[src/core/pcdc_pkg.sv]
/*
  pcdc_pkg: constants, register layout and divide tables for the
  clock divider control block.
  assumes: 32-bit APB slave, one system clock acting as the vco in pll mode.
*/
package pcdc_pkg;

  // apb geometry
  localparam int APB_AW = 8;
  localparam int APB_DW = 32;

  // register byte offsets
  localparam logic [APB_AW-1:0] CTRL_OFS = 8'h00;
  localparam logic [APB_AW-1:0] STAT_OFS = 8'h04;

  // control register layout, bit 0 first from the right
  typedef struct packed {
    logic [1:0] fb_sel;   // feedback_divide_select
    logic bank_c_sel;     // bank_c_divide_select
    logic bank_b_sel;     // bank_b_divide_select
    logic bank_a_sel;     // bank_a_divide_select
    logic rst_oe_n;       // reset_output_enable_n
    logic clk_run;        // clock-stop control, low stops banks
    logic pll_enable;     // low bypasses the pll
    logic vco_prescale_select;        // vco_prescale_select
    logic ref_sel;        // ref_select
  } pcdc_cfg_s;

  localparam int CTRL_W = $bits(pcdc_cfg_s);
  localparam pcdc_cfg_s CTRL_RST = 10'h01c;

  // status register layout
  typedef struct packed {
    logic dev_rst;        // device held in reset
    logic feedback_clk_in;          // sampled feedback_clk_in
    logic ref_level;      // sampled selected reference
    logic fb_q;           // feedback divider phase
    logic c_q;            // bank c divider phase
    logic b_q;            // bank b divider phase
    logic a_q;            // bank a divider phase
    logic loop_closed;    // pll loop closed
  } pcdc_stat_s;

  localparam int STAT_W = $bits(pcdc_stat_s);

  // divider indices
  localparam int DIV_A = 0;
  localparam int DIV_B = 1;
  localparam int DIV_C = 2;
  localparam int DIV_FB = 3;
  localparam int NDIV = 4;

  // half periods in vco ticks; index {vco_prescale_select, select}
  localparam int HALF_AB [4] = '{2, 4, 4, 8};
  localparam int HALF_C [4] = '{4, 6, 8, 12};
  localparam int HALF_FB [8] = '{4, 8, 6, 12, 8, 16, 12, 24};

endpackage : pcdc_pkg

[src/core/pcdc_core.sv]
/*
  pcdc_core: configuration and output divider logic of a fifteen-output
  clock generator, with an APB register slave.
  assumes: clk_sys_i stands in for the vco in pll mode; reference and
  feedback pins arrive synchronous to clk_sys_i; pads resolve the
  output enables; the board loops feedback_clk_out_o to feedback_clk_in_i.
*/
// Functional notes
// - ref_select low routes primary reference, high routes alternate; default low.
// - vco_prescale_select low scales vco by two, high by four; default low.
// - pll enable low bypasses pll, reference clocks the dividers; default high.
// - clock-stop low forces banks a, b, c static low; default running.
// - feedback output keeps running whatever the clock-stop level.
// - first bank pulse after clock-stop release may be short.
// - reset/output-enable low tri-states outputs and holds device reset; default high.
// - during reset the loop is open and the vco sits at lowest rate.
// - internal power-on reset needs no external action.
// - banks a and b divide by 4, 8, 8, 16 for codes 00..11.
// - bank c divides by 8, 12, 16, 24 for codes 00..11.
// - feedback divides 8, 16, 12, 24 or 16, 32, 24, 48 by vco select.
module pcdc_core
  import pcdc_pkg::*;
#(
  parameter int CNT_W = 5
) (
  // system
  input wire logic clk_sys_i,
  input wire logic rstn_i,
  // apb slave
  input wire logic [APB_AW-1:0] paddr_i,
  input wire logic psel_i,
  input wire logic penable_i,
  input wire logic pwrite_i,
  input wire logic [APB_DW-1:0] pwdata_i,
  output logic [APB_DW-1:0] prdata_o,
  output logic pready_o,
  output logic pslverr_o,
  // reference and feedback pins
  input wire logic ref_clk_primary_i,
  input wire logic ref_clk_alternate_i,
  input wire logic feedback_clk_in_i,
  // bank outputs with enables
  output logic [4:0] bank_a_clk_out_o,
  output logic [4:0] bank_a_clk_oe_o,
  output logic [4:0] bank_b_clk_out_o,
  output logic [4:0] bank_b_clk_oe_o,
  output logic [3:0] bank_c_clk_out_o,
  output logic [3:0] bank_c_clk_oe_o,
  // feedback output with enable
  output logic feedback_clk_out_o,
  output logic feedback_clk_oe_o
);

  pcdc_cfg_s cfg_r;
  pcdc_stat_s stat;
  logic [APB_DW-1:0] prdata_r;
  logic access;
  logic mapped;
  logic dev_rst;
  logic sel_ref;
  logic ref_d_r;
  logic ref_q_r;
  logic feedback_clk_in_r;
  logic vco_tick;
  logic [NDIV-1:0] div_q_r;
  logic [CNT_W-1:0] cnt_r [NDIV];
  logic [CNT_W-1:0] half [NDIV];
  logic [4:0] a_r;
  logic [4:0] b_r;
  logic [3:0] c_r;
  logic fb_r;
  logic oe_r;

  // apb decode; zero wait states, unmapped answers slverr
  assign access = psel_i & penable_i;
  assign mapped = (paddr_i == CTRL_OFS) || (paddr_i == STAT_OFS);
  assign pready_o = 1'b1;
  assign pslverr_o = access & ~mapped;
  assign prdata_o = prdata_r;

  // control register; only rstn_i clears it, so software reset can be undone
  always_ff @(posedge clk_sys_i or negedge rstn_i) begin
    if (!rstn_i) begin
      cfg_r <= CTRL_RST;
    end else if (access && pwrite_i && paddr_i == CTRL_OFS) begin
      cfg_r <= pwdata_i[CTRL_W-1:0];
    end
  end

  // read data latched in the setup phase so it comes from a flop
  always_ff @(posedge clk_sys_i or negedge rstn_i) begin
    if (!rstn_i) begin
      prdata_r <= '0;
    end else if (psel_i && !penable_i && !pwrite_i) begin
      if (paddr_i == CTRL_OFS) begin
        prdata_r <= {{(APB_DW-CTRL_W){1'b0}}, cfg_r};
      end else if (paddr_i == STAT_OFS) begin
        prdata_r <= {{(APB_DW-STAT_W){1'b0}}, stat};
      end else begin
        prdata_r <= '0;
      end
    end
  end

  // device reset from the reset/output-enable control
  assign dev_rst = ~cfg_r.rst_oe_n;

  // status view of the block's own state
  always_comb begin
    stat.dev_rst = dev_rst;
    stat.feedback_clk_in = feedback_clk_in_r;
    stat.ref_level = ref_d_r;
    stat.fb_q = div_q_r[DIV_FB];
    stat.c_q = div_q_r[DIV_C];
    stat.b_q = div_q_r[DIV_B];
    stat.a_q = div_q_r[DIV_A];
    stat.loop_closed = cfg_r.pll_enable & ~dev_rst;
  end

  // reference selection and edge detect for bypass mode
  assign sel_ref = cfg_r.ref_sel ? ref_clk_alternate_i : ref_clk_primary_i;

  always_ff @(posedge clk_sys_i or negedge rstn_i) begin
    if (!rstn_i) begin
      ref_d_r <= 1'b0;
      ref_q_r <= 1'b0;
      feedback_clk_in_r <= 1'b0;
    end else begin
      ref_d_r <= sel_ref;
      ref_q_r <= ref_d_r;
      feedback_clk_in_r <= feedback_clk_in_i;
    end
  end

  // vco ticks every cycle in pll mode; bypass ticks on reference rises.
  // in reset no tick at all: the vco rests at its lowest rate
  always_comb begin
    if (dev_rst) begin
      vco_tick = 1'b0;
    end else if (cfg_r.pll_enable) begin
      vco_tick = 1'b1;
    end else begin
      vco_tick = ref_d_r & ~ref_q_r;
    end
  end

  // half periods from the divide tables; vco select picks the row
  always_comb begin
    half[DIV_A] = CNT_W'(HALF_AB[{cfg_r.vco_prescale_select, cfg_r.bank_a_sel}]);
    half[DIV_B] = CNT_W'(HALF_AB[{cfg_r.vco_prescale_select, cfg_r.bank_b_sel}]);
    half[DIV_C] = CNT_W'(HALF_C[{cfg_r.vco_prescale_select, cfg_r.bank_c_sel}]);
    half[DIV_FB] = CNT_W'(HALF_FB[{cfg_r.vco_prescale_select, cfg_r.fb_sel}]);
  end

  // one divider per bank plus feedback; all share reset for alignment
  for (genvar i = 0; i < NDIV; i++) begin : g_div
    always_ff @(posedge clk_sys_i or negedge rstn_i) begin
      if (!rstn_i) begin
        cnt_r[i] <= '0;
        div_q_r[i] <= 1'b0;
      end else if (dev_rst) begin
        cnt_r[i] <= '0;
        div_q_r[i] <= 1'b0;
      end else if (vco_tick) begin
        // a select change mid-count may stretch or cut one half period
        if (cnt_r[i] >= half[i] - CNT_W'(1)) begin
          cnt_r[i] <= '0;
          div_q_r[i] <= ~div_q_r[i];
        end else begin
          cnt_r[i] <= cnt_r[i] + CNT_W'(1);
        end
      end
    end

    // a shorter half period chosen mid-count ends the running count at once
    property p_div_period;
      @(posedge clk_sys_i) disable iff (!rstn_i)
      ($changed(div_q_r[i]) && !$past(dev_rst))
        |-> ($past(cnt_r[i]) >= $past(half[i]) - CNT_W'(1));
    endproperty
    a_div_period: assert property (p_div_period)
      else $error("divider toggled at wrong count");

    // no toggle before the count reaches the end of its half period
    property p_div_early;
      @(posedge clk_sys_i) disable iff (!rstn_i)
      (vco_tick && !dev_rst && (cnt_r[i] < half[i] - CNT_W'(1))) |=> $stable(div_q_r[i]);
    endproperty
    a_div_early: assert property (p_div_early)
      else $error("divider toggled before its count ended");

    property p_div_hold;
      @(posedge clk_sys_i) disable iff (!rstn_i)
      (!vco_tick && !dev_rst) |=> $stable(cnt_r[i]) && $stable(div_q_r[i]);
    endproperty
    a_div_hold: assert property (p_div_hold)
      else $error("divider moved without a vco tick");
  end

  // output flops; clock-stop gates banks only, feedback runs free.
  // the divider keeps counting while stopped, so the first pulse after
  // release may be short
  always_ff @(posedge clk_sys_i or negedge rstn_i) begin
    if (!rstn_i) begin
      a_r <= '0;
      b_r <= '0;
      c_r <= '0;
      fb_r <= 1'b0;
    end else begin
      a_r <= {5{div_q_r[DIV_A] & cfg_r.clk_run}};
      b_r <= {5{div_q_r[DIV_B] & cfg_r.clk_run}};
      c_r <= {4{div_q_r[DIV_C] & cfg_r.clk_run}};
      fb_r <= div_q_r[DIV_FB];
    end
  end

  // output enables; pads float while reset/output-enable is low
  always_ff @(posedge clk_sys_i or negedge rstn_i) begin
    if (!rstn_i) begin
      oe_r <= 1'b0;
    end else begin
      oe_r <= cfg_r.rst_oe_n;
    end
  end

  assign bank_a_clk_out_o = a_r;
  assign bank_b_clk_out_o = b_r;
  assign bank_c_clk_out_o = c_r;
  assign feedback_clk_out_o = fb_r;
  assign bank_a_clk_oe_o = {5{oe_r}};
  assign bank_b_clk_oe_o = {5{oe_r}};
  assign bank_c_clk_oe_o = {4{oe_r}};
  assign feedback_clk_oe_o = oe_r;

  // checks of the documented behaviour
  property p_ref_route;
    @(posedge clk_sys_i) disable iff (!rstn_i)
    (!cfg_r.pll_enable && !dev_rst && vco_tick && $stable(cfg_r.ref_sel))
      |-> $past(cfg_r.ref_sel ? ref_clk_alternate_i : ref_clk_primary_i)
        && !$past(ref_d_r);
  endproperty
  a_ref_route: assert property (p_ref_route)
    else $error("bypass tick not from selected reference rise");

  property p_prescale;
    @(posedge clk_sys_i) disable iff (!rstn_i)
    (cfg_r.bank_a_sel == 1'b0) |-> (half[DIV_A] == (cfg_r.vco_prescale_select ? 5'h04 : 5'h02));
  endproperty
  a_prescale: assert property (p_prescale)
    else $error("bank a half period ignores vco prescale");

  property p_pll_tick;
    @(posedge clk_sys_i) disable iff (!rstn_i)
    (cfg_r.pll_enable && !dev_rst) |-> vco_tick;
  endproperty
  a_pll_tick: assert property (p_pll_tick)
    else $error("vco tick missing in pll mode");

  property p_stop_low;
    @(posedge clk_sys_i) disable iff (!rstn_i)
    !cfg_r.clk_run |=> (bank_a_clk_out_o == '0) && (bank_b_clk_out_o == '0)
      && (bank_c_clk_out_o == '0);
  endproperty
  a_stop_low: assert property (p_stop_low)
    else $error("bank output high during clock stop");

  property p_fb_free;
    @(posedge clk_sys_i) disable iff (!rstn_i)
    1'b1 |=> feedback_clk_out_o == $past(div_q_r[DIV_FB]);
  endproperty
  a_fb_free: assert property (p_fb_free)
    else $error("feedback output not following its divider");

  property p_oe_off;
    @(posedge clk_sys_i) disable iff (!rstn_i)
    !cfg_r.rst_oe_n |=> !feedback_clk_oe_o && (bank_a_clk_oe_o == '0)
      && (bank_b_clk_oe_o == '0)
      && (bank_c_clk_oe_o == '0);
  endproperty
  a_oe_off: assert property (p_oe_off)
    else $error("outputs driven during reset/output disable");

  property p_loop_open;
    @(posedge clk_sys_i) disable iff (!rstn_i)
    dev_rst |-> !stat.loop_closed && !vco_tick;
  endproperty
  a_loop_open: assert property (p_loop_open)
    else $error("loop closed or vco running during reset");

  property p_align;
    @(posedge clk_sys_i) disable iff (!rstn_i)
    dev_rst |=> (div_q_r == '0) && (cnt_r[DIV_A] == '0) && (cnt_r[DIV_FB] == '0);
  endproperty
  a_align: assert property (p_align)
    else $error("dividers not cleared in reset");

  property p_unmapped;
    @(posedge clk_sys_i) disable iff (!rstn_i)
    (access && paddr_i != CTRL_OFS && paddr_i != STAT_OFS) |-> pslverr_o;
  endproperty
  a_unmapped: assert property (p_unmapped)
    else $error("unmapped access without slverr");

  // sampled rstn_i keeps the reset-release edge out, oe is still low there
  property p_oe_on;
    @(posedge clk_sys_i) disable iff (!rstn_i)
    (cfg_r.rst_oe_n && rstn_i) |=> feedback_clk_oe_o && (bank_a_clk_oe_o == '1)
      && (bank_b_clk_oe_o == '1) && (bank_c_clk_oe_o == '1);
  endproperty
  a_oe_on: assert property (p_oe_on)
    else $error("outputs not driven with reset/output-enable high");

  // running banks follow their dividers one cycle late
  property p_stop_run;
    @(posedge clk_sys_i) disable iff (!rstn_i)
    cfg_r.clk_run |=> (bank_a_clk_out_o == {5{$past(div_q_r[DIV_A])}})
      && (bank_b_clk_out_o == {5{$past(div_q_r[DIV_B])}})
      && (bank_c_clk_out_o == {4{$past(div_q_r[DIV_C])}});
  endproperty
  a_stop_run: assert property (p_stop_run)
    else $error("running bank output not following its divider");

  // a control write lands whole at the access edge
  property p_ctrl_write;
    @(posedge clk_sys_i) disable iff (!rstn_i)
    (access && pwrite_i && (paddr_i == CTRL_OFS))
      |=> (cfg_r == $past(pwdata_i[CTRL_W-1:0]));
  endproperty
  a_ctrl_write: assert property (p_ctrl_write)
    else $error("control write did not land");

  // status read data is the state seen at the setup edge
  property p_stat_read;
    @(posedge clk_sys_i) disable iff (!rstn_i)
    (psel_i && !penable_i && !pwrite_i && (paddr_i == STAT_OFS))
      |=> (prdata_o == APB_DW'($past(stat)));
  endproperty
  a_stat_read: assert property (p_stat_read)
    else $error("status read data wrong");

  // slverr only in an access phase
  property p_slverr_idle;
    @(posedge clk_sys_i) disable iff (!rstn_i)
    !access |-> !pslverr_o;
  endproperty
  a_slverr_idle: assert property (p_slverr_idle)
    else $error("slverr outside an access phase");

endmodule : pcdc_core

[config.mk]
export PLATFORM = sky130hd
export DESIGN_NAME = pcdc_core
export DESIGN_NICKNAME = d
export VERILOG_FILES = /design/src/core/pcdc_pkg.sv /design/src/core/pcdc_core.sv
export SDC_FILE = /design/constraint.sdc
export NUM_CORES = 1
export LEC_CHECK = 0
export ABC_AREA = 0
export BUFFER_PORTS_ARGS = -buffer_cell sky130_fd_sc_hd__clkbuf_2
export CORE_ASPECT_RATIO = 1.25
export CORE_MARGIN = 3
export CORE_UTILIZATION = 45
export DETAILED_ROUTE_END_ITERATION = 10
export PLACE_DENSITY = 0.73
export SLEW_MARGIN = 30
export SYNTH_ARGS = -nofsm -noshare
export SYNTH_HDL_FRONTEND = slang
export SYNTH_SLANG_ARGS = --single-unit
[constraint.sdc]
create_clock -name clk_sys_i -period 2.7 [get_ports clk_sys_i]
set_clock_uncertainty 0.1 [all_clocks]
set_input_delay 0 -clock clk_sys_i [delete_from_list [all_inputs] [get_ports clk_sys_i]]
set_output_delay 0 -clock clk_sys_i [all_outputs]
set_load 0.01 [all_outputs]
# --- Word level (Yosys, flattened, before mapping) ---
# Memory sizes are Yosys's and may differ from the RTL's.
# Cells that the tools add are included.
totals:
  mem_count: 1
  reg_bits: 74
  inputBits: 48
  out_inout_bits: 64
  romBits: 256
memory_table:
  columns: ["name", "depth", "width", "read_ports", "rd_clocked_by_memory_dff", "wr", "line", "text"]
  rows:
  - ["(name not given)", 8, 32, 1, 0, 0, "pcdc_core.sv:152", "half[DIV_FB] = CNT_W'(HALF_FB[{cfg_r.vco_prescale_select, cfg_r.fb_sel}]);"]
classes:
  n_lt_le_gt_ge: 8
  n_reduce_logical: 12
  n_mux: 40
  n_bitwise: 18
  addsub: 8
  n_eq_ne: 6
op_table:
  columns: ["cell", "count"]
  rows:
  - ["32-bit binary-select mux with 2-bit select", 3]
  - ["5-bit two-way mux", 20]
  - ["32-bit two-way mux", 1]
  - ["5-bit by 1-bit adder with 5-bit output, second input constant", 4]
  - ["5-bit >= comparator", 4]
  - ["5-bit by 1-bit subtractor with 5-bit output, second input constant", 4]
  - ["1-bit two-way mux", 15]
  - ["2-bit by 1-bit inequality test with 1-bit output, second input constant", 5]
  - ["3-bit >= comparator, second input constant", 3]
  - ["2-bit inverter with 3-bit output", 3]
  - ["8-bit by 3-bit == test with 1-bit output, second input constant", 1]
  - ["8-bit zero test", 1]
  - ["8-bit two-way mux", 1]
  - ["2-bit AND reduction", 4]
  - ["1-bit AND", 7]
  - ["1-bit inverter", 7]
  - ["4-bit >= comparator, second input constant", 1]
  - ["1-bit logical AND", 4]
  - ["3-bit inverter with 4-bit output", 1]
  - ["1-bit zero test", 2]
  - ["1-bit logical OR", 1]

# --- Depth between registers and ports, before layout ---
# Gate-level depths: netlist (run 1).
logic_depth:
  ltp_word: 9
  depth_mapped: 10
  depth_no_buf: 10

# --- Worst setup path before layout (run 1) ---
# Ideal clock, no wire load.
synth_timing:
  path_kind: "reg-to-reg"
  start: "register cfg_r[1] (netlist bit)"
  end: "register cnt_r[3] (netlist bit)"
  t_required_ps: 2484
  path_buffers: 1
  arrival_ps: 2445
  path_stages_with_launch: 11
  setup_time_ps: 116
  setup_slack_ps: 39
  cell_sequence: "dfrtp_1 > clkbuf_1 > nor3_1 > inv_1 > ha_1 > xor2_1 > ha_1 > and3_1 > a221oi_2 > nand2_1 > o311ai_0"
synth_between:
  elab_chain_cells: 9
synth_lines:
  columns: ["element", "line", "text"]
  rows:
  - ["start, declared", "pcdc_core.sv:54", "pcdc_cfg_s cfg_r;"]
  - ["start signal, assigned", "pcdc_core.sv:86", "cfg_r <= pwdata_i[CTRL_W-1:0];"]
  - ["3-bit inverter with 4-bit output (implied by the code)", "pcdc_core.sv:152", null]
  - ["memory read 8 x 32 bit", null, null]
  - ["5-bit two-way mux (implied by the code) (2 in a row)", "pcdc_core.sv:152", null]
  - ["5-bit by 1-bit subtractor with 5-bit output", "pcdc_core.sv:166", "if (cnt_r[i] >= half[i] - CNT_W'(1)) begin"]
  - ["5-bit >= comparator", "pcdc_core.sv:166", null]
  - ["5-bit two-way mux", "pcdc_core.sv:166", null]
  - ["5-bit two-way mux", "pcdc_core.sv:164", "end else if (vco_tick) begin"]
  - ["5-bit two-way mux", "pcdc_core.sv:161", "end else if (dev_rst) begin"]
  - ["end signal, assigned by index", "pcdc_core.sv:170", "cnt_r[i] <= cnt_r[i] + CNT_W'(1);"]
  - ["end, declared", "pcdc_core.sv:66", "logic [CNT_W-1:0] cnt_r [NDIV];"]
# No other way between the ends. The select of a mux whose other input is x is not followed.
# A chain may end at the register's enable or synchronous reset.

# --- Final worst setup path (run 1) ---
layout_timing:
  start: "register cfg_r[8] (netlist bit)"
  end: "register cnt_r[3] (netlist bit)"
# Same word-level chain as after synthesis.

==> metrics.md, run 1 <==
| Metric | Value |
|---|---|
| Vias in the first global route | `2324` |
| Fill count | `607` |
| GRT Residual Overflow | `0` |
| Synth cell types | `46` |
| CP endpoint kind | `register` |
| Delay-heaviest family, CP | `compound AO/OA/AOI/OAI gates` |
| Arrival time at the worst endpoint | `2.61 ns` |
| Post-synthesis sequential area ratio | `41.2%` |
| Initial core utilization | `47.4%` |
| Startpoint types | `register` |
| Rows | `33` |
| Post-synth top flop | `dfrtp_1` |
| Non-filler cells in the finished layout | `469` |
| Hold Slack | `between 0.02 and 0.03 ns` |
| Minimum clock period | `2.51 ns` |
| Period utilization | `92.8%` |
| Place WS | `approximately 0.090 ns` |
| Area leader, netlist | `dfrtp_1` |
| Leading cell types by count after synthesis | `dfrtp_1 (49), buf_4 (48), nand2_1 (32)` |
| Mapped cell area | `about 3200 um2` |
| Final worst slack | `0.194 ns` |
| Largest net degree at the start of global routing | `43` |
| Run status | `completed` |
| ANT nets after route | `0` |
| Vias | `2460` |
| Die H | `99.8 um` |
| Slew Limit Headroom | `54.4%` |
| Global-route usage over all layers | `between 10% and 20%` |
| Number of max-cap violations | `0` |
| Root Driver | `clkbuf_8` |
| Sum of buffers and inverters on the critical path | `1` |
| Worst EP required | `2.80 ns` |
| Slew @ Worst Pin | `0.679 ns` |
| TNS Setup | `0 ns` |
| Nets | `453` |
| Count leader, synth | `dfrtp_1` |
| Worst-Skew Late Latency | `0.31 ns` |
| Hold WC Path Type | `input port to register` |
| I/O Buffers | `66` |
| Synthesis Warnings | `0` |
| Die W | `81.1 um` |
| CP Max Fanout | `7` |
| Cell mode on critical path | `ha_1` |
| CTS sink count | `52` |
| Cell breakdown of the critical path | `nor3_2 -> inv_1 -> ha_1 -> xor2_1 -> ha_1 -> and3_1 -> a221oi_2 -> nand2_1 -> o311ai_0` |
| Yosys top cell area share | `between 30% and 40%` |
| Drt drc | `0` |
| Setup CP Type | `register to register` |
| First-pass GRT wire length | `11000 um` |
| Final Util | `a little over half` |
| Top Ports | `between 100 and 150` |
| Maximum root-to-sink buffer count | `2` |
| Area occupied by multi-input gates | `1540 um2` |
| Core area | `6690 um2` |
| Slew Limit Fails | `0` |
| Cts bufs inserted | `5` |
| Initial DRC count | `159` |
| Cells after Synth | `315` |
| Layout cell share with drive strength beyond 1 | `27.5%` |
| H-tree depth | `2` |
| RSZ-0062 raised after global routing | `false` |
| Final Hold Vio Count | `0` |
| Slowest cell delay on critical path | `approximately 0.46 ns` |
| VDD IR-drop max | `0.189 mV` |
| Gpl congestion | `0.853` |
| DRT Pass-1 Iters | `4` |
| #FFs+latches synth | `52` |
| Vias/cell | `5.25` |
| Post-DP HPWL | `roughly 5000 um` |
| EDFF count, synth | `0` |
| TritonCTS clock tree | `built` |
| Leakage | `1.86 nW` |
| Area growth syn-to-layout | `14.1%` |
| Sequential cell area | `about 1300 um2` |
| Top cells by area, synth | `dfrtp_1 (39%), buf_4 (11%), ha_1 (9.5%)` |
| Power Density | `377 nW/um2` |
| Async S/R FF share, synth | `100%` |
| Placed Cells | `roughly 450` |
| CTS clk-pin slew, worst paths | `0.10 ns` |
| Wire per inst | `about 14 um` |
| Initial antenna violation count | `0` |
| Routed WL | `6780 um` |
| Endpoints failing setup | `0` |
| Die ar. | `8090 um2` |
| Syn avg cell area | `10.1 um2` |
| N_diodes | `0` |
| CP max stage cell | `dfrtp_1` |
| Peak Freq | `around 0.4 GHz` |
registers in the layout (all words and copies together), names as in the netlist:
register,cells
feedback_clk_oe_o,1
cnt_r,20
bank_c_clk_out_o,1
prdata_o,10
feedback_clk_in_r,1
bank_a_clk_out_o,1
bank_b_clk_out_o,1
feedback_clk_out_o,1
div_q_r,4
ref_q_r,1
cfg_r,10
ref_d_r,1
kinds of logic (layout without fill, tap and decap cells):
group	Yosys count	count (layout)	synth area share, %
XOR/XNOR	8	8	2.21
adder cells (fa/ha/maj)	24	24	9.47
flip-flops	52	52	41.2
other	2	27	0.237
AO/OA/AOI/OAI	62	62	13.9
AND/OR/NAND/NOR	90	90	15.4
multiplexers	12	12	4.22
buffers and inverters	65	107	13.4
final cells by class:
type / count / area share [%]
clock buffers: 5 / 1.90
clock inverters: 3 / 0.622
inverters: 11 / 1.14
multi-input cells: 223 / 42.5
flip-flops and latches: 52 / 36.1
well taps: 87 / 3.01
repair buffers: 88 / 14.7
worst min-delay path, cell delays in order:
cell,delay [ns]
clkbuf_2,0.12
nor4_4,0.09
a22o_1,0.18
repair_timing:
item | 4_1_cts | 5_1_grt
setup endpoints to repair | 0 | 3
setup buffers | 0 | 2
gates resized for setup | 0 | 1
hold buffers | 14 | 0
endpoints found under the hold margin | 53 | 0
stage by stage:
step,cell area (um2),total power (W)
floorplan,3260,0.000881
global placement,3360,0.000899
detailed placement,3370,0.000901
CTS,3600,0.00138
global route,3620,0.00143
finish,3620,0.00137
worst paths after layout:
check                                        from                            to  slack [ns]  cells past startpoint
setup / recovery             cfg_r[8]$_DFFE_PN0P_          cnt_r[3]$_DFFE_PN0P_        0.19                      9
hold / removal                         paddr_i[2]       prdata_o[8]$_DFFE_PN0P_        0.03                      3
setup reg to reg             cfg_r[8]$_DFFE_PN0P_          cnt_r[3]$_DFFE_PN0P_        0.19                      9
hold reg to reg            div_q_r[3]$_DFFE_PN0P_  feedback_clk_out_o$_DFF_PN0_        0.34                      0
max in group asynchronous                  rstn_i       prdata_o[2]$_DFFE_PN0P_        1.76                      3
min in group asynchronous                  rstn_i        div_q_r[2]$_DFFE_PN0P_        0.16                      2
where the power goes:
| group | internal, W | leakage (nW) | total (W) | switching (W) |
|---|---|---|---|---|
| Sequential | 0.000784 | 0.708 | 0.000790 | 0.00000583 |
| Combinational | 0.0000446 | 1.10 | 0.000114 | 0.0000689 |
| Clock | 0.000186 | 0.0485 | 0.000462 | 0.000275 |
| Total | 0.00102 | 1.86 | 0.00137 | 0.000350 |
layout by cell type, fill, tap and decap left out, types with 5 or more instances in the layout:
| cell type | count |
|---|---|
| a21o_1 | 6 |
| a21oi_1 | 8 |
| a22oi_1 | 8 |
| and2_1 | 5 |
| buf_4 | 8 |
| clkbuf_2 | 65 |
| clkbuf_8 | 5 |
| conb_1 | 27 |
| dfrtp_1 | 49 |
| dlygate4sd3_1 | 14 |
| ha_1 | 24 |
| inv_1 | 11 |
| mux2_2 | 11 |
| nand2_1 | 32 |
| nand2b_1 | 5 |
| nand3_1 | 14 |
| nor2_1 | 13 |
| o21ai_0 | 9 |
metal layers:
layer	part of all wire, %	track usage, %	up-vias	wire length, um
li1	-	-	1176	-
met3	4.8	3.23	7	328
met5	0	0	-	0
met2	54	30.9	78	3650
met4	0.93	4.68	0	63
met1	40	20.7	1199	2730
Power figures use the tool's default switching activity.
==> inputs of run 2 (changes only) <==
--- a/config.mk
+++ b/config.mk
@@ -6,12 +6,13 @@
 export NUM_CORES = 1
 export LEC_CHECK = 0
 export ABC_AREA = 0
+export ABC_CLOCK_PERIOD_IN_PS = 2400
 export BUFFER_PORTS_ARGS = -buffer_cell sky130_fd_sc_hd__clkbuf_2
 export CORE_ASPECT_RATIO = 1.25
 export CORE_MARGIN = 3
-export CORE_UTILIZATION = 45
+export CORE_UTILIZATION = 50
 export DETAILED_ROUTE_END_ITERATION = 10
-export PLACE_DENSITY = 0.73
+export PLACE_DENSITY = 0.77
 export SLEW_MARGIN = 30
 export SYNTH_ARGS = -nofsm -noshare
 export SYNTH_HDL_FRONTEND = slang
==> constraint.sdc (replaced) <==
create_clock -name clk_sys_i -period 2.4 [get_ports clk_sys_i]
set_clock_uncertainty 0.1 [all_clocks]
set_input_delay 0 -clock clk_sys_i [delete_from_list [all_inputs] [get_ports clk_sys_i]]
set_output_delay 0 -clock clk_sys_i [all_outputs]
set_load 0.01 [all_outputs]
==> run 2 against run 1 <==
Net effect: the flow now finishes with violations (negative setup slack); core utilization grew 8.4 points; total power grew 12%; non-clock buffer count grew 6; count of clock-buffer cells in the layout is the same; flip-flop and latch count is the same; combinational power grew 15%; critical path depth grew 2; critical endpoint unchanged; largest cell class unchanged; largest power group unchanged.
==> metrics.md, run 2 (synthesized netlist as in run 1, its figures left out) <==
| Metric | Value |
|---|---|
| Run status | `finished, violations left (was completed)` |
| Failing checks | `negative setup slack` |
| Core area | `5970 um2 (was 6690 um2)` |
| CP endpoint kind | `register (unchanged)` |
| Met1 WL | `2630 um (was 2730 um)` |
| Largest net degree at the start of global routing | `37 (was 43)` |
| Leakage | `1.89 nW (was 1.86 nW)` |
| CTS clk-pin slew, worst paths | `0.10 ns (about the same)` |
| Routed WL | `6660 um (was 6780 um)` |
| Endpoints failing setup | `5 (was 0)` |
| Gpl congestion | `0.835 (was 0.853)` |
| Reg2reg path depth | `11 (was 9)` |
| Drt drc | `0 (unchanged)` |
| Largest Register | `cnt_r (unchanged)` |
| Hold Slack | `0.00966 ns (was 0.0251 ns)` |
| Crit. Startpoint | `cfg_r[9]$_DFFE_PN0P_ (was cfg_r[8]$_DFFE_PN0P_)` |
| Worst-Skew Late Latency | `0.31 ns (about the same)` |
| Met2 wire len | `3540 um (was 3650 um)` |
| Initial core utilization | `53.1% (was 47.4%)` |
| TritonCTS clock tree | `built (unchanged)` |
| Die ar. | `7340 um2 (was 8090 um2)` |
| Worst EP required | `2.52 ns (was 2.80 ns)` |
| CTS sink count | `52 (unchanged)` |
| Post-DP HPWL | `4920 um (was 4950 um)` |
| Layout cell share with drive strength beyond 1 | `32.2% (was 27.5%)` |
| Nets | `459 (was 453)` |
| Global-route usage over all layers | `18.2% (was 17.2%)` |
| CP Max Fanout | `3 (was 7)` |
| Slew Limit Headroom | `56.8% (was 54.4%)` |
| Most frequent cells in the layout | `clkbuf_2 (66), dfrtp_1 (47), nand2_1 (31), conb_1 (27), ha_1 (23) (was clkbuf_2 (65), dfrtp_1 (49), nand2_1 (32), conb_1 (27), ha_1 (24))` |
| Setup CP Type | `register to register (unchanged)` |
| Peak Freq | `0.402 GHz (was 0.399 GHz)` |
| Startpoint types | `register (unchanged)` |
| I/O Buffers | `66 (unchanged)` |
| Power Density | `409 nW/um2 (was 377 nW/um2)` |
| VDD IR-drop max | `0.263 mV (was 0.189 mV)` |
| Hold Startpoint | `paddr_i[2] (unchanged)` |
| Vias/cell | `5.37 (was 5.25)` |
| Fill count | `464 (was 607)` |
| First-pass GRT wire length | `10700 um (was 11000 um)` |
| Area growth syn-to-layout | `17.7% (was 14.1%)` |
| Vias in the first global route | `2380 (was 2324)` |
| TNS Setup | `-0.270 ns (was 0 ns)` |
| Most common cell after layout, fill and taps aside | `clkbuf_2 (unchanged)` |
| H-tree depth | `2 (unchanged)` |
| Number of max-cap violations | `0 (unchanged)` |
| Rows | `31 (was 33)` |
| Routed wl met3 | `385 um (was 328 um)` |
| Hold WC Path Type | `input port to register (unchanged)` |
| R2r setup slk | `-0.09 ns (was 0.19 ns)` |
| Uppermost layer routed | `met4 (unchanged)` |
| Slew Limit Fails | `0 (unchanged)` |
| Max FFs per register | `20 (unchanged)` |
| Worst Hold End | `prdata_o[9]$_DFFE_PN0P_ (was prdata_o[8]$_DFFE_PN0P_)` |
| Final Hold Vio Count | `0 (unchanged)` |
| Minimum clock period | `2.49 ns (was 2.51 ns)` |
| Reg-to-Reg Start | `cfg_r[9]$_DFFE_PN0P_ (was cfg_r[8]$_DFFE_PN0P_)` |
| Final Util | `62.5% (was 54.1%)` |
| N_diodes | `0 (unchanged)` |
| Maximum root-to-sink buffer count | `2 (unchanged)` |
| Period utilization | `104% (was 92.8%)` |
| Cts bufs inserted | `5 (unchanged)` |
| Root Driver | `clkbuf_8 (unchanged)` |
| Die W | `77.2 um (was 81.1 um)` |
| DRT Pass-1 Iters | `4 (unchanged)` |
| Initial antenna violation count | `0 (unchanged)` |
| Vias | `2525 (was 2460)` |
| ANT nets after route | `0 (unchanged)` |
| Top Ports | `112 (unchanged)` |
| Initial DRC count | `99 (was 159)` |
| Die H | `95.0 um (was 99.8 um)` |
| Wire per inst | `14.2 um (was 14.4 um)` |
| RSZ-0062 raised after global routing | `true (was false)` |
| Final worst slack | `-0.0855 ns (was 0.194 ns)` |
| Arrival time at the worst endpoint | `2.60 ns (was 2.61 ns)` |
| Slew @ Worst Pin | `0.643 ns (was 0.679 ns)` |
| GRT Residual Overflow | `0 (unchanged)` |
| Min-Delay Path Depth | `3 (unchanged)` |
| Worst r2r dst | `cnt_r[3]$_DFFE_PN0P_ (unchanged)` |
-- run 2: layer usage --
layer  up-vias  GRT usage [%]
li1       1190              -
met1      1227           21.4
met2        98           33.9
met3        10           3.12
met4         0           5.79
met5         -              0
-- run 2: stage by stage --
stage	setup WS, ns	instance area [um2]	instances	total power [W]
floorplan	0.00345	3300	340	0.000994
global placement	0.0315	3420	444	0.00101
detailed placement	-0.0842	3420	444	0.00102
CTS	-0.0335	3660	467	0.00154
global route	-0.245	3730	470	0.00160
finish	-0.0855	3730	470	0.00152
-- run 2: worst max path at each step --
stage | end | slack [ns] | cells after the start
floorplan | cnt_r[3]$_DFFE_PN0P_ | 0.003 | 10
global placement | cnt_r[3]$_DFFE_PN0P_ | 0.03 | 9
detailed placement | cnt_r[3]$_DFFE_PN0P_ | -0.08 | 9
CTS | cnt_r[3]$_DFFE_PN0P_ | -0.03 | 9
global route | cnt_r[3]$_DFFE_PN0P_ | -0.24 | 11
finish | cnt_r[3]$_DFFE_PN0P_ | -0.09 | 11
-- run 2: timing repair --
item | in CTS | in global routing
resized for setup | 3 | 12
pin swaps | 1 | 5
hold endpoints to repair | 28 | 0
setup buffers | 1 | 3
hold buffers | 14 | 0
setup endpoints to repair | 5 | 7
-- run 2: critical path, cell delays in order (launching register included) --
cell and delay, ns:
dfrtp_1 0.40, inv_1 0.16, a21oi_2 0.08, a21oi_2 0.14
ha_2 0.19, xor2_1 0.15, ha_1 0.26, a21o_1 0.19
a221oi_4 0.33, buf_4 0.17, nand4_1 0.10, o311ai_2 0.12
-- run 2: area by class of cell --
cell class	count	area [um2]	share of cell area [%]
Clock buffer	5	68.8	1.84
Sequential cell	52	1310	35.0
Clock inverter	3	21.3	0.570
Tap cell	82	103	2.75
Inverter	11	41.3	1.11
Multi-Input combinational cell	223	1610	43.2
Timing Repair Buffer	94	579	15.5
-- run 2: power by group --
group | internal [W] | leakage (nW) | switching [W]
Clock | 0.000207 | 0.0445 | 0.000297
Combinational | 0.0000529 | 1.14 | 0.0000784
Sequential | 0.000882 | 0.705 | 0.00000665
Total | 0.00114 | 1.89 | 0.000382
==> inputs of run 3 (changes only) <==
--- a/config.mk
+++ b/config.mk
@@ -13,6 +13,7 @@
 export CORE_UTILIZATION = 50
 export DETAILED_ROUTE_END_ITERATION = 10
 export PLACE_DENSITY = 0.77
+export SKIP_LAST_GASP = 1
 export SLEW_MARGIN = 30
 export SYNTH_ARGS = -nofsm -noshare
 export SYNTH_HDL_FRONTEND = slang
==> run 3 against run 2 <==
Net effect: the flow still finishes with violations (negative setup slack); critical path depth decreased by 1; first-iteration DRC count shrank 22%; flip-flop and latch count did not move; total power shrank 0.14%; register-to-register slack is essentially flat; non-clock buffer count is the same; design area is 0.20% lower.
==> metrics.md, run 3 (synthesized netlist as in run 1, its figures left out) <==
| Metric | Value |
|---|---|
| Top Ports | `112 (unchanged)` |
| Final Hold Vio Count | `0 (unchanged)` |
| VDD IR-drop max | `0.263 mV (about the same)` |
| TritonCTS clock tree | `built (unchanged)` |
| Failing checks | `negative setup slack (unchanged)` |
| Layout cell share with drive strength beyond 1 | `32.0% (was 32.2%)` |
| Wire per inst | `14.2 um (about the same)` |
| Slew Limit Headroom | `56.8% (about the same)` |
| Tot Pwr | `0.00152 W (about the same)` |
| Routed WL | `6670 um (was 6660 um)` |
| Leakage | `1.89 nW (about the same)` |
| CP Max Fanout | `3 (unchanged)` |
| Cts bufs inserted | `5 (unchanged)` |
| Reg-to-Reg Start | `cfg_r[9]$_DFFE_PN0P_ (unchanged)` |
| Slowest cell delay on critical path | `0.40 ns (about the same)` |
| Worst-Skew Late Latency | `0.31 ns (about the same)` |
| Hold WC Path Type | `input port to register (unchanged)` |
| Min-Delay Path Depth | `3 (unchanged)` |
| Maximum root-to-sink buffer count | `2 (unchanged)` |
| Power Density | `409 nW/um2 (about the same)` |
| Rows | `31 (unchanged)` |
| Post-DP Area | `3420 um2 (unchanged)` |
| Die H | `95.0 um (unchanged)` |
| ANT nets after route | `0 (unchanged)` |
| Slew @ Worst Pin | `0.643 ns (about the same)` |
| RSZ-0062 raised after global routing | `true (unchanged)` |
| Most frequent cells in the layout | `clkbuf_2 (66), dfrtp_1 (47), nand2_1 (31), conb_1 (27), ha_1 (23) (unchanged)` |
| Drt drc | `0 (unchanged)` |
| DRT Pass-1 Iters | `5 (was 4)` |
| N_diodes | `0 (unchanged)` |
| Most common cell after layout, fill and taps aside | `clkbuf_2 (unchanged)` |
| Hold Startpoint | `paddr_i[2] (unchanged)` |
| Design area | `3720 um2 (was 3730 um2)` |
| Final Util | `62.3% (was 62.5%)` |
| GRT Residual Overflow | `0 (unchanged)` |
| Cell mode on critical path | `a21oi_2 (unchanged)` |
| Place WS | `-0.0842 ns (unchanged)` |
| Setup CP Type | `register to register (unchanged)` |
| Peak Freq | `0.402 GHz (about the same)` |
| Placed Cells | `444 (unchanged)` |
| Root Driver | `clkbuf_8 (unchanged)` |
| Non-filler cells in the finished layout | `470 (unchanged)` |
| Startpoint types | `register (unchanged)` |
| Initial antenna violation count | `0 (unchanged)` |
| Vias/cell | `5.33 (was 5.37)` |
| Vias | `2503 (was 2525)` |
| CP endpoint kind | `register (unchanged)` |
| Minimum clock period | `2.49 ns (about the same)` |
| Die ar. | `7340 um2 (unchanged)` |
| Initial DRC count | `77 (was 99)` |
| Slew Limit Fails | `0 (unchanged)` |
| Fill count | `463 (was 464)` |
| Cell breakdown of the critical path | `inv_1 -> a21oi_2 -> a21oi_2 -> ha_2 -> xor2_1 -> ha_1 -> a21o_1 -> a221oi_4 -> nand2_2 -> o311ai_2 (was inv_1 -> a21oi_2 -> a21oi_2 -> ha_2 -> xor2_1 -> ha_1 -> a21o_1 -> a221oi_4 -> buf_4 -> nand4_1 -> o311ai_2)` |
| First-pass GRT wire length | `10700 um (unchanged)` |
| Period utilization | `104% (about the same)` |
| Die W | `77.2 um (unchanged)` |
| CTS clk-pin slew, worst paths | `0.10 ns (about the same)` |
| Number of max-cap violations | `0 (unchanged)` |
| Area growth syn-to-layout | `17.4% (was 17.7%)` |
| I/O Buffers | `66 (unchanged)` |
| Core area | `5970 um2 (unchanged)` |
| Post-DP HPWL | `4920 um (unchanged)` |
| CP max stage cell | `dfrtp_1 (unchanged)` |
| Largest net degree at the start of global routing | `37 (unchanged)` |
| Run status | `finished, violations left (unchanged)` |
| Vias in the first global route | `2380 (unchanged)` |
| Reg2reg path depth | `10 (was 11)` |
| Endpoints failing setup | `5 (unchanged)` |
| Max FFs per register | `20 (unchanged)` |
| Worst EP required | `2.52 ns (about the same)` |
| Nets | `459 (unchanged)` |
| CTS sink count | `52 (unchanged)` |
| Final worst slack | `-0.0890 ns (was -0.0855 ns)` |
| Gpl congestion | `0.835 (unchanged)` |
| Crit. Startpoint | `cfg_r[9]$_DFFE_PN0P_ (unchanged)` |
| Largest Register | `cnt_r (unchanged)` |
| Global-route usage over all layers | `18.2% (unchanged)` |
| Initial core utilization | `53.1% (unchanged)` |
| H-tree depth | `2 (unchanged)` |
| Arrival time at the worst endpoint | `2.61 ns (was 2.60 ns)` |
[run 3: metal layers]
| layer | vias to the layer above | track usage [%] | share of wire, % |
|---|---|---|---|
| li1 | 1186 | - | - |
| met1 | 1225 | 21.4 | 40 |
| met2 | 83 | 33.9 | 53 |
| met5 | - | 0 | 0 |
| met3 | 9 | 3.12 | 5.0 |
| met4 | 0 | 5.79 | 1.3 |
[run 3: timing repair]
item,4_1_cts,5_1_grt
pin swaps,1,5
hold buffers,14,0
cloned,0,0
hold endpoints to repair,28,0
resized for setup,3,11
setup endpoints to repair,5,7
setup buffers,1,3
[run 3: area by class of cell]
cell class	count	area, um2	area share, %
repair buffers	94	579	15.6
flip-flops and latches	52	1310	35.1
well taps	82	103	2.76
multi-input cells	223	1600	43.0
clock buffers	5	68.8	1.85
inverters	11	41.3	1.11
clock inverters	3	21.3	0.571
[run 3: metrics by stage]
stage | hold slack [ns] | TNS [ns]
after CTS | 0.000991 | -0.0454
after global placement | -0.151 | 0
after detailed placement | -0.135 | -0.173
after floorplan | -0.396 | 0
after global routing | 0.00930 | -1.14
final | 0.0134 | -0.259
[run 3: path summary, 6_finish.rpt]
kind / slack, ns / to
worst max-delay path: -0.09 / cnt_r[3]$_DFFE_PN0P_
worst min-delay path: 0.01 / prdata_o[9]$_DFFE_PN0P_
worst max register to register: -0.09 / cnt_r[3]$_DFFE_PN0P_
worst min register to register: 0.35 / ref_q_r$_DFF_PN0_
max in group asynchronous: 1.34 / cfg_r[3]$_DFFE_PN1P_
min in group asynchronous: 0.05 / cnt_r[17]$_DFFE_PN0P_
[run 3: critical path: cells and delay by family (launching register included)]
| family | cells | cell delay [ns] |
|---|---|---|
| XOR/XNOR | 1 | 0.15 |
| AND/OR/NAND/NOR | 1 | 0.13 |
| buffers and inverters | 1 | 0.16 |
| flip-flops | 1 | 0.40 |
| AO/OA/AOI/OAI | 5 | 1.00 |
| adder cells (fa/ha/maj) | 2 | 0.45 |
[run 3: power by group]
group / switching [W] / internal (W) / total [W]
combinational: 0.0000780 / 0.0000528 / 0.000131
clock: 0.000295 / 0.000207 / 0.000502
sequential: 0.00000679 / 0.000882 / 0.000889
total: 0.000380 / 0.00114 / 0.00152
